[config.mk]
export PLATFORM = sky130hd
export DESIGN_NAME = watchdog_unit
export DESIGN_NICKNAME = d
export VERILOG_FILES = /design/src/hdl/watchdog_pkg.sv /design/src/hdl/osc_edge_sync.sv /design/src/hdl/watchdog_unit.sv
export VERILOG_INCLUDE_DIRS = /design/src /design/src/hdl
export SDC_FILE = /design/constraint.sdc
export NUM_CORES = 1
export LEC_CHECK = 0
export ABC_AREA = 1
export BUFFER_PORTS_ARGS = -buffer_cell sky130_fd_sc_hd__buf_4
export CAP_MARGIN = 5
export CORE_ASPECT_RATIO = 2
export CORE_MARGIN = 2
export CORE_UTILIZATION = 60
export CTS_CLUSTER_SIZE = 28
export DETAILED_ROUTE_END_ITERATION = 12
export PLACE_DENSITY = 0.92
export SETUP_SLACK_MARGIN = 0.02
export SYNTH_ARGS = -nofsm -noshare
export SYNTH_HDL_FRONTEND = slang
export SYNTH_SLANG_ARGS = --single-unit
[constraint.sdc]
create_clock -name clk -period 6.3 [get_ports clk]
set_input_delay 0.945 -clock clk [delete_from_list [all_inputs] [get_ports clk]]
set_output_delay 0.945 -clock clk [all_outputs]
set_load 0.05 [all_outputs]
[src/hdl/watchdog_defs.svh]
// Watchdog constants: reset values, field layout and time base.
// Assumes inclusion by bare name from the watchdog package and modules.
`ifndef WATCHDOG_DEFS_SVH
`define WATCHDOG_DEFS_SVH

// ----------------------------------------------------------------------
// Time base
// ----------------------------------------------------------------------
`define WD_LFOSC_KHZ       80
`define WD_SYSCLK_KHZ      10000
`define WD_CNT_W           16

// ----------------------------------------------------------------------
// Interval field
// ----------------------------------------------------------------------
`define WD_INTERVAL_W      3
`define WD_INTERVAL_BASE   9
`define WD_INTERVAL_RST    3'h7

// ----------------------------------------------------------------------
// Reset values of control state
// ----------------------------------------------------------------------
`define WD_LOCK_RST        1'h0

`endif

[src/hdl/watchdog_pkg.sv]
// Types shared by the watchdog modules.
// Assumes watchdog_defs.svh is on the include path.
`include "watchdog_defs.svh"

package watchdog_pkg;

  typedef enum logic [1:0]
  {
    ST_OFF   = 2'b00,
    ST_RUN   = 2'b01,
    ST_FIRED = 2'b10
  } wd_state_t;

  typedef struct packed
  {
    logic                        enable;
    logic                        lock;
    logic [`WD_INTERVAL_W-1:0]   interval;
  } wd_cfg_t;

  typedef struct packed
  {
    logic                        enabled;
    logic                        locked;
    logic                        fired;
    logic [`WD_INTERVAL_W-1:0]   interval;
    logic [`WD_CNT_W-1:0]        count;
  } wd_status_t;

endpackage : watchdog_pkg

[src/hdl/osc_edge_sync.sv]
// Two-flop synchroniser with rising-edge pulse for a slow foreign clock.
// Assumes the sampled clock is much slower than clk.
`timescale 1ns/100ps

module osc_edge_sync
(
  input  wire logic clk,
  input  wire logic reset,
  input  wire logic clk_en,
  input  wire logic async_in,
  output wire logic rise_pulse
);

  logic meta_ff;
  logic sync_ff;
  logic last_ff;

  always_ff @(posedge clk or posedge reset)
  begin
    if (reset)
    begin
      // Start high: a pin already high at release is not a rising edge
      meta_ff <= 1'h1;
      sync_ff <= 1'h1;
      last_ff <= 1'h1;
    end
    else if (clk_en)
    begin
      meta_ff <= async_in;
      sync_ff <= meta_ff;
      last_ff <= sync_ff;
    end
  end

  // Edge only from the second stage onward
  assign rise_pulse = clk_en & sync_ff & ~last_ff;

endmodule : osc_edge_sync

[src/hdl/watchdog_unit.sv]
// Watchdog timer counting low-frequency oscillator edges.
// Assumes clk at 10 MHz, low_freq_osc a free-running 80 kHz pin-level clock,
// and that sys_reset_req is fed back by the system into reset.
//
// Contract
// - An overflow of the count drives the whole controller into reset.
// - After any reset the watchdog runs enabled at the longest interval.
// - Software may disable the watchdog or lock it on.
// - Once locked, disable attempts are ignored until the next system reset.
// - Once locked, no configuration change, interval included, takes effect.
// - A watchdog reset never drives or changes the external reset pin.
// - The count advances on the low-frequency oscillator, not the system clock.
// - The low-frequency oscillator runs at 80 kHz and sets the time base.
`timescale 1ns/100ps
`include "watchdog_defs.svh"

module watchdog_unit
#(
  parameter int CNT_W         = `WD_CNT_W,
  parameter int INTERVAL_BASE = `WD_INTERVAL_BASE
)
(
  input  wire logic                    clk,
  input  wire logic                    reset,
  input  wire logic                    clk_en,
  input  wire logic                    low_freq_osc,
  input  wire logic                    restart,
  input  wire logic                    cfg_wr,
  input  watchdog_pkg::wd_cfg_t        cfg_in,
  output watchdog_pkg::wd_status_t     status,
  output wire logic                    sys_reset_req,
  output wire logic                    rst_pin_out,
  output wire logic                    rst_pin_oe
);

  // ----------------------------------------------------------------------
  // State
  // ----------------------------------------------------------------------
  watchdog_pkg::wd_state_t       state_ff;
  watchdog_pkg::wd_state_t       nxt_state;
  logic                          lock_ff;
  logic                          nxt_lock;
  logic [`WD_INTERVAL_W-1:0]     interval_ff;
  logic [`WD_INTERVAL_W-1:0]     nxt_interval;
  logic [CNT_W-1:0]              count_ff;
  logic [CNT_W-1:0]              nxt_count;
  logic                          osc_tick;

  // ----------------------------------------------------------------------
  // Oscillator edge detection
  // ----------------------------------------------------------------------
  osc_edge_sync u_osc_sync
  (
    .clk        (clk),
    .reset      (reset),
    .clk_en     (clk_en),
    .async_in   (low_freq_osc),
    .rise_pulse (osc_tick)
  );

  // ----------------------------------------------------------------------
  // Decode
  // ----------------------------------------------------------------------
  wire logic                cfg_take;
  wire logic [CNT_W:0]      limit_wide;
  wire logic [CNT_W-1:0]    terminal;
  wire logic                running;
  wire logic                at_terminal;
  wire logic                overflow;

  // Locked: every write is dropped whole
  assign cfg_take    = cfg_wr & ~lock_ff;
  // One count is one oscillator period, 12.5 us at nominal rate
  assign limit_wide  = (CNT_W+1)'(1) << (INTERVAL_BASE + int'(interval_ff));
  assign terminal    = limit_wide[CNT_W-1:0] - CNT_W'(1);
  assign running     = (state_ff == watchdog_pkg::ST_RUN);
  assign at_terminal = (count_ff == terminal);
  assign overflow    = running & osc_tick & at_terminal & ~restart;

  always_comb
  begin
    nxt_state    = state_ff;
    nxt_lock     = lock_ff;
    nxt_interval = interval_ff;
    nxt_count    = count_ff;
    case (state_ff)
      watchdog_pkg::ST_RUN:
      begin
        if (overflow)
          nxt_state = watchdog_pkg::ST_FIRED;
        else if (cfg_take && !cfg_in.enable && !cfg_in.lock)
          nxt_state = watchdog_pkg::ST_OFF;
      end
      watchdog_pkg::ST_OFF:
      begin
        if (cfg_take && (cfg_in.enable || cfg_in.lock))
          nxt_state = watchdog_pkg::ST_RUN;
      end
      watchdog_pkg::ST_FIRED:
      begin
        // Holds until the system reset comes back
        nxt_state = watchdog_pkg::ST_FIRED;
      end
      default:
      begin
        nxt_state = watchdog_pkg::ST_RUN;
      end
    endcase

    if (cfg_take)
    begin
      nxt_lock     = cfg_in.lock;
      nxt_interval = cfg_in.interval;
    end

    // Restart beats a same-cycle tick; interval change also restarts count
    if (restart || cfg_take || state_ff != watchdog_pkg::ST_RUN)
      nxt_count = '0;
    else if (osc_tick && !at_terminal)
      nxt_count = count_ff + CNT_W'(1);
  end

  // ----------------------------------------------------------------------
  // Registers
  // ----------------------------------------------------------------------
  always_ff @(posedge clk or posedge reset)
  begin
    if (reset)
    begin
      state_ff    <= watchdog_pkg::ST_RUN;
      lock_ff     <= `WD_LOCK_RST;
      interval_ff <= `WD_INTERVAL_RST;
      count_ff    <= '0;
    end
    else if (clk_en)
    begin
      state_ff    <= nxt_state;
      lock_ff     <= nxt_lock;
      interval_ff <= nxt_interval;
      count_ff    <= nxt_count;
    end
  end

  // ----------------------------------------------------------------------
  // Outputs
  // ----------------------------------------------------------------------
  assign sys_reset_req   = (state_ff == watchdog_pkg::ST_FIRED);
  // Pin never driven: internal reset only
  assign rst_pin_out     = 1'h0;
  assign rst_pin_oe      = 1'h0;

  // One driver for the whole struct
  assign status = {(state_ff != watchdog_pkg::ST_OFF), lock_ff, sys_reset_req, interval_ff, count_ff};

endmodule : watchdog_unit

==> summary.txt, run 1 <==
Run status
  • Status: finished, final reports clean

Worst setup path
  • Critical path capture point type: flop
  • Slowest Stage Delay on Critical Path: 0.62 ns
  • CP dominant cell by count: nand2_1
  • Critical path type: reg2reg
  • Worst Path Buf+Inv: 3
  • Critical path startpoint category: flop
  • Worst EP arrival: 3.58 ns
  • WP data required: 6.52 ns
  • Max FO, Critical Path: 17
  • CP delay by family, top: simple AND/OR/NAND/NOR gates
  • CP max-delay cell: dfstp_2
  • CP cell instances: nand2_1 -> inv_1 -> ha_1 -> inv_1 -> nor2_1 -> nand3_1 -> ha_1 -> inv_1 -> or2_2 -> nand3_1 -> a21oi_1 -> nand2_1 -> nor2_2 -> nand3_2 -> nor2_2 -> nand3_1 -> nand2_2 -> nand2_4 -> nand2_4 -> nand2_1 -> nand2_1

Power
  • Internal power: 218.1 µW
  • Sw frac: 0.2460
  • NetSw: 71.16 µW
  • Leak pwr: between 0.001 and 0.0015 µW
  • Combinational Power Share: 0.092
  • Peak supply drop: 0.1221 mV
  • Power per cell area: approximately 110 nW/µm²
  • Clk pwr share: 0.335
  • Total power: 289.2 µW
  • Sequential Power Share: 0.572

Synthesis
  • Post-synth top area share: 0.1991
  • Share of flip-flops with an asynchronous set or reset: 1.000
  • Yosys warns: 0
  • Avg Inst Size Synth: 6.408 µm²
  • Largest area contributor in the netlist: dfrtp_1
  • Count leader, synth: nand2_1
  • Post-synthesis instance total: 353
  • Synth Cell Area: 2262 µm²
  • Netlist cell types: 36
  • Top_reg_cell synth: dfrtp_1
  • Yosys reg bits: 25
  • Top post-synthesis cells by count: nand2_1, inv_1, nor2_1
  • Part of the Yosys area used for sequential elements: 0.2804
  • Synth top area cells: dfrtp_1, nand2_1, dfstp_2, nand3_1, inv_1
  • Post-synth EDFFs: 0

Floorplanning
  • Core Area: 3607 µm²
  • Die Wd: 47.42 µm
  • Initial Util: 0.6271
  • Row cnt: 31
  • Top Ports: 36
  • Die area: 4307 µm²
  • Die Span Y: just over 90 µm

Route
  • TritonRoute pass-1 iters: 5
  • Post-route ant nets: 0
  • Drt total wl: 5.914 mm
  • Vias after detailed routing: ~2,300
  • Post-DR vias/cell: 5.463
  • Initial DRC count: 130
  • Wire length per cell: 13.75 µm
  • Residual DRC count: 0

Clock network
  • CTS clk-pin slew, worst paths: 0.09 ns
  • Num CTS Buffers: 3
  • Setup repair bufs after CTS: 0
  • CTS root buf: clkbuf_8
  • CTS H-Tree Depth: 1
  • Post-CTS Hold Fix Bufs: 0
  • Post-CTS sizing: 0
  • Clock sinks: 25
  • Clk buf depth: 2
  • Clk Latency, worst-skew pair: roughly 0.27 ns
  • CTS tree: done

Worst hold path
  • Worst min-delay path category: reg2reg

STA
  • FMAX: 0.2973 GHz
  • Final-report setup violation count: 0
  • Fin crit share: 0.5339
  • Setup Total Neg Slack: 0 ns
  • Final number of hold-violating endpoints: 0
  • Max-slew headroom: 0.3636
  • Slew Limit Fails: 0
  • Unrepaired setup endpoints after global routing: false
  • Final min period: 3.363 ns
  • Worst Skew: 0.008710 ns
  • Worst slew pin tran: 0.9535 ns
  • Post-route setup slack: 2.937 ns

Placed design
  • Worst slack, placed: ~3.0 ns
  • Placed Area: 2504 µm²
  • Port bufs: 33
  • RD Place Congestion: 0.9910
  • Detailed placer's ending HPWL: 4.583 mm

GRT
  • Vias in the first global route: around 2,300
  • Largest net degree at the start of global routing: 26
  • Total grt overflow: 0
  • All-layer global routing usage: 0.3204
  • Global-route wire length before repair: 10.18 mm
  • Antenna violations before repair: 0

Layout
  • Layout cells sized above 1: 0.1890
  • # diodes: 0
  • Fillers: ~330
  • Area Growth Syn to Fin: 12.67%
  • Post-route cell area: roughly 2500 µm²
  • Nets: between 400 and 500

Flow run
  • Max_cap viols: 0
==> path summary, 6_finish.rpt <==
path / endpoint / slack (ns) / cells past startpoint / start
min: u_osc_sync.meta_ff / 0.47 / 2 / u_osc_sync.meta_ff
max reg2reg: count_ff[13] / 2.94 / 21 / interval_ff[0]
max: count_ff[13] / 2.94 / 21 / interval_ff[0]
min in group asynchronous: count_ff[12] / 0.89 / 2 / reset
max in group asynchronous: count_ff[11] / 4.83 / 2 / reset
min reg2reg: u_osc_sync.meta_ff / 0.47 / 2 / u_osc_sync.meta_ff
==> routing by layer <==
metal	GRT usage	wire length (µm)
met1	0.3629	2057
met2	0.5405	3390
met3	0.06000	242
met4	0.1412	224
met5	0	0
==> power groups by stage <==
stage | clock network, µW | registers (µW) | logic (µW)
3_5_place_dp | 0 | 169 | 26.6
2_1_floorplan | 0 | 168 | 19.9
5_1_grt | 104 | 166 | 30.2
4_1_cts | 96.9 | 166 | 26.6
6_report | 97.0 | 166 | 26.7
3_3_place_gp | 0 | 168 | 25.8
==> worst reg2reg max path, delay by kind of cell, from the launching register on <==
kind            cells  cell delay (ns)
simple gates       15             1.84
flops               1             0.62
fa+ha+maj           2             0.44
buf+inv             3             0.29
compound gates      1             0.13
==> layout by cell type, fill, tap and decap left out, drive strengths merged, types with 2 or more instances in the layout <==
cell,instances
buf,33
xor2,14
nor2,48
dfstp,7
o21ai,3
nor3b,2
inv,50
ha,8
nor4,3
nand3b,2
dfrtp,18
clkbuf,4
conb,3
nand3,38
nand2,122
nand4,5
a21oi,7
nor3,7
==> kinds of logic after synthesis <==
logic type / count (synthesis) / share of synthesized area
flip-flops: 25 / 0.2804
adder cells (fa/ha/maj): 8 / 0.04425
AND/OR/NAND/NOR: 229 / 0.4624
AO/OA/AOI/OAI: 14 / 0.03706
XOR/XNOR: 15 / 0.05808
other: 2 / 0.003320
buffers and inverters: 60 / 0.1145
==> registers in the layout, summed over array words and instances, names as in the netlist <==
| name | flops |
|---|---|
| count_ff | 16 |
| interval_ff | 3 |
| u_osc_sync.meta_ff | 1 |
| u_osc_sync.last_ff | 1 |
| u_osc_sync.sync_ff | 1 |
| lock_ff | 1 |
| state_ff | 2 |
==> layout make-up <==
class | count | area, µm² | area share
multi-input cells | 269 | 1373 | 0.5385
flip-flops and latches | 25 | 634.4 | 0.2489
repair buffers | 33 | 247.7 | 0.09720
inverters | 50 | 187.7 | 0.07364
well taps | 49 | 61.31 | 0.02406
clock buffers | 4 | 45.04 | 0.01767
==> stage by stage <==
stage / hold WS [ns] / std cells / util
floorplan: 0.4392 / 354 / -
global placement: 0.4469 / 426 / 0.6941
detailed placement: 0.4559 / 426 / 0.6941
CTS: 0.4685 / 430 / 0.7066
global route: 0.4926 / 430 / 0.7066
finish: 0.4651 / 430 / 0.7066
(Power assumes the default switching activity.)
==> run 2, diff against run 1 <==
--- a/config.mk
+++ b/config.mk
@@ -11,10 +11,10 @@
 export CAP_MARGIN = 5
 export CORE_ASPECT_RATIO = 2
 export CORE_MARGIN = 2
-export CORE_UTILIZATION = 60
+export CORE_UTILIZATION = 52
 export CTS_CLUSTER_SIZE = 28
 export DETAILED_ROUTE_END_ITERATION = 12
-export PLACE_DENSITY = 0.92
+export PLACE_DENSITY = 0.85
 export SETUP_SLACK_MARGIN = 0.02
 export SYNTH_ARGS = -nofsm -noshare
 export SYNTH_HDL_FRONTEND = slang
==> constraint.sdc (replaced) <==
create_clock -name clk -period 2.9 [get_ports clk]
set_input_delay 0.435 -clock clk [delete_from_list [all_inputs] [get_ports clk]]
set_output_delay 0.435 -clock clk [all_outputs]
set_load 0.05 [all_outputs]
==> run 2 against run 1 <==
Effect of this change:
- non-clock buffer count grew 11
- largest cell class unchanged
- count of clock-buffer cells in the layout did not move
- first-iteration DRC count decreased by 35%
- sequential cell count is the same
- die area up 14%
- critical endpoint is now count_ff[0]
==> summary.txt, run 2 (synthesis gave the netlist of run 1 again) <==
Run status
  • Status: finished, final reports clean

Worst setup path
  • CP max-delay cell: dfstp_4
  • Worst EP arrival: ~3 ns
  • Worst Setup SP: interval_ff[1]
  • Max FO, Critical Path: 8
  • Critical path type: reg2reg
  • CP cell instances: nand2_4 -> inv_4 -> ha_4 -> inv_2 -> nor2_4 -> nand3_2 -> ha_4 -> xor2_1 -> nand3_1 -> a21oi_1 -> nand2_1 -> nor2_2 -> nand3_2 -> nor2_4 -> nand3_2 -> nand2_4 -> nand2_8 -> buf_16 -> nand3_1 -> nand2_1
  • WP data required: 3.07 ns
  • Critical path capture point type: flop
  • Crit Reg-Reg Startpoint: interval_ff[1]
  • Slowest Stage Delay on Critical Path: 0.63 ns
  • CP delay by family, top: simple AND/OR/NAND/NOR gates
  • CP dominant cell by count: nand3_2
  • Worst Path Buf+Inv: 3
  • Critical path startpoint category: flop

STA
  • Unrepaired setup endpoints after global routing: true
  • Worst slew pin tran: 0.9998 ns
  • Slew Limit Fails: 0
  • Final-report setup violation count: 0
  • FMAX: ~0.35 GHz
  • Worst Skew: 0.006678 ns
  • Final min period: 2.866 ns
  • Fin crit share: 0.9884
  • Max-slew headroom: 0.3328
  • Setup Total Neg Slack: 0 ns
  • Final number of hold-violating endpoints: 0

Floorplanning
  • Die Span Y: 97.28 µm
  • Die Wd: 50.64 µm
  • Die area: 4926 µm²
  • Top Ports: 36
  • Core Area: 4254 µm²
  • Initial Util: 0.5318
  • Row cnt: 34

Clock network
  • Clock sinks: 25
  • Num CTS Buffers: 3
  • Clk Latency, worst-skew pair: ~0.27 ns
  • CTS root buf: clkbuf_8
  • CTS clk-pin slew, worst paths: 0.09 ns
  • CTS tree: done
  • CTS H-Tree Depth: 1
  • Clk buf depth: 2

Route
  • TritonRoute pass-1 iters: 4
  • Drt total wl: 6.022 mm
  • Routed wl met3: 227 µm
  • Metal-1 WL: 2.348 mm
  • Wire length per cell: 13.47 µm
  • Vias after detailed routing: 2,377
  • Post-route ant nets: 0
  • Residual DRC count: 0
  • Post-DR vias/cell: 5.318
  • Routed met2 length: 3.206 mm
  • Initial DRC count: 84
  • Max Used Layer: met4

GRT
  • Largest net degree at the start of global routing: 26
  • All-layer global routing usage: 0.2509
  • Vias in the first global route: about 2,300
  • Total grt overflow: 0
  • Antenna violations before repair: 0
  • Global-route wire length before repair: 9.887 mm

Power
  • Power per cell area: 222.2 nW/µm²
  • Leak pwr: 0.001428 µW
  • Total power: 632.9 µW
  • Peak supply drop: approximately 0.26 mV

Layout
  • Final Util: 0.6697
  • Layout cells sized above 1: 0.2799
  • Commonest non-fill, non-tap cells in the layout: nand2_1, inv_1, buf_4
  • Area Growth Syn to Fin: 25.94%
  • Top flop regs: count_ff: 16 flops, interval_ff: 3 flops, state_ff: 2 flops
  • Max reg flops: 16
  • # diodes: 0
  • Most flops, register: count_ff
  • Nets: approximately 410
  • Post-route cell area: around 2800 µm²
  • Most common cell after layout, fill and taps aside: nand2_1

Worst hold path
  • Hold Path Origin: low_freq_osc
  • Worst min-delay path category: in2reg

Placed design
  • Port bufs: 33
  • Detailed placer's ending HPWL: 4.412 mm
  • Placed Area: around 2600 µm²
  • RD Place Congestion: 0.9546

Flow run
  • Max_cap viols: 0
==> run 2: what timing repair did <==
item                                    CTS  global route
gates resized for setup                   5            26
pin swaps                                 4            20
buffers inserted                          2             1
hold buffers                              0             0
gates cloned                              1             1
endpoints found under the setup margin   16            18
hold endpoints to repair                  0             0
==> run 2: final timing paths <==
check / slack, ns / cells past startpoint / endpoint
max reg2reg: 0.03 / 20 / count_ff[0]
max: 0.03 / 20 / count_ff[0]
min: 0.36 / 3 / u_osc_sync.meta_ff
min reg2reg: 0.46 / 2 / u_osc_sync.sync_ff
min in group asynchronous: 0.40 / 2 / count_ff[9]
max in group asynchronous: 1.89 / 2 / count_ff[12]
==> run 2: worst min-delay path, cell delays in order <==
cell	delay, ns
buf_4	0.11
nand2_1	0.04
nand2_1	0.05
==> run 2: layout make-up <==
cell class,instances,area [µm²]
Sequential cell,25,641.9
Multi-Input combinational cell,270,1541
Tap cell,54,67.56
Inverter,50,190.2
Clock buffer,4,45.04
Fill cell,365,1405
Timing Repair Buffer,44,362.8
==> run 2: report_power, final <==
| part | switching (µW) | internal, µW |
|---|---|---|
| clock | 110 | 98.4 |
| sequential | 2.71 | 356 |
| combinational | 44.0 | 21.5 |
| total | 157 | 476 |
==> run 2: stage by stage <==
| stage | cells | hold WS [ns] | setup WS (ns) |
|---|---|---|---|
| after global placement | 438 | 0.4479 | 0.1065 |
| final | 447 | 0.3611 | 0.03373 |
| after global routing | 447 | 0.3655 | -0.1449 |
| after CTS | 445 | 0.3593 | 0.02938 |
| after detailed placement | 438 | 0.4553 | -0.05487 |
| after floorplan | 354 | 0.4392 | 0.1781 |
==> run 2: metal layers <==
layer  global-route usage  up-vias
met5                    0        -
met4               0.1164        0
met3              0.02462       24
met2               0.4423       89
met1               0.2942     1094
li1                     -     1170
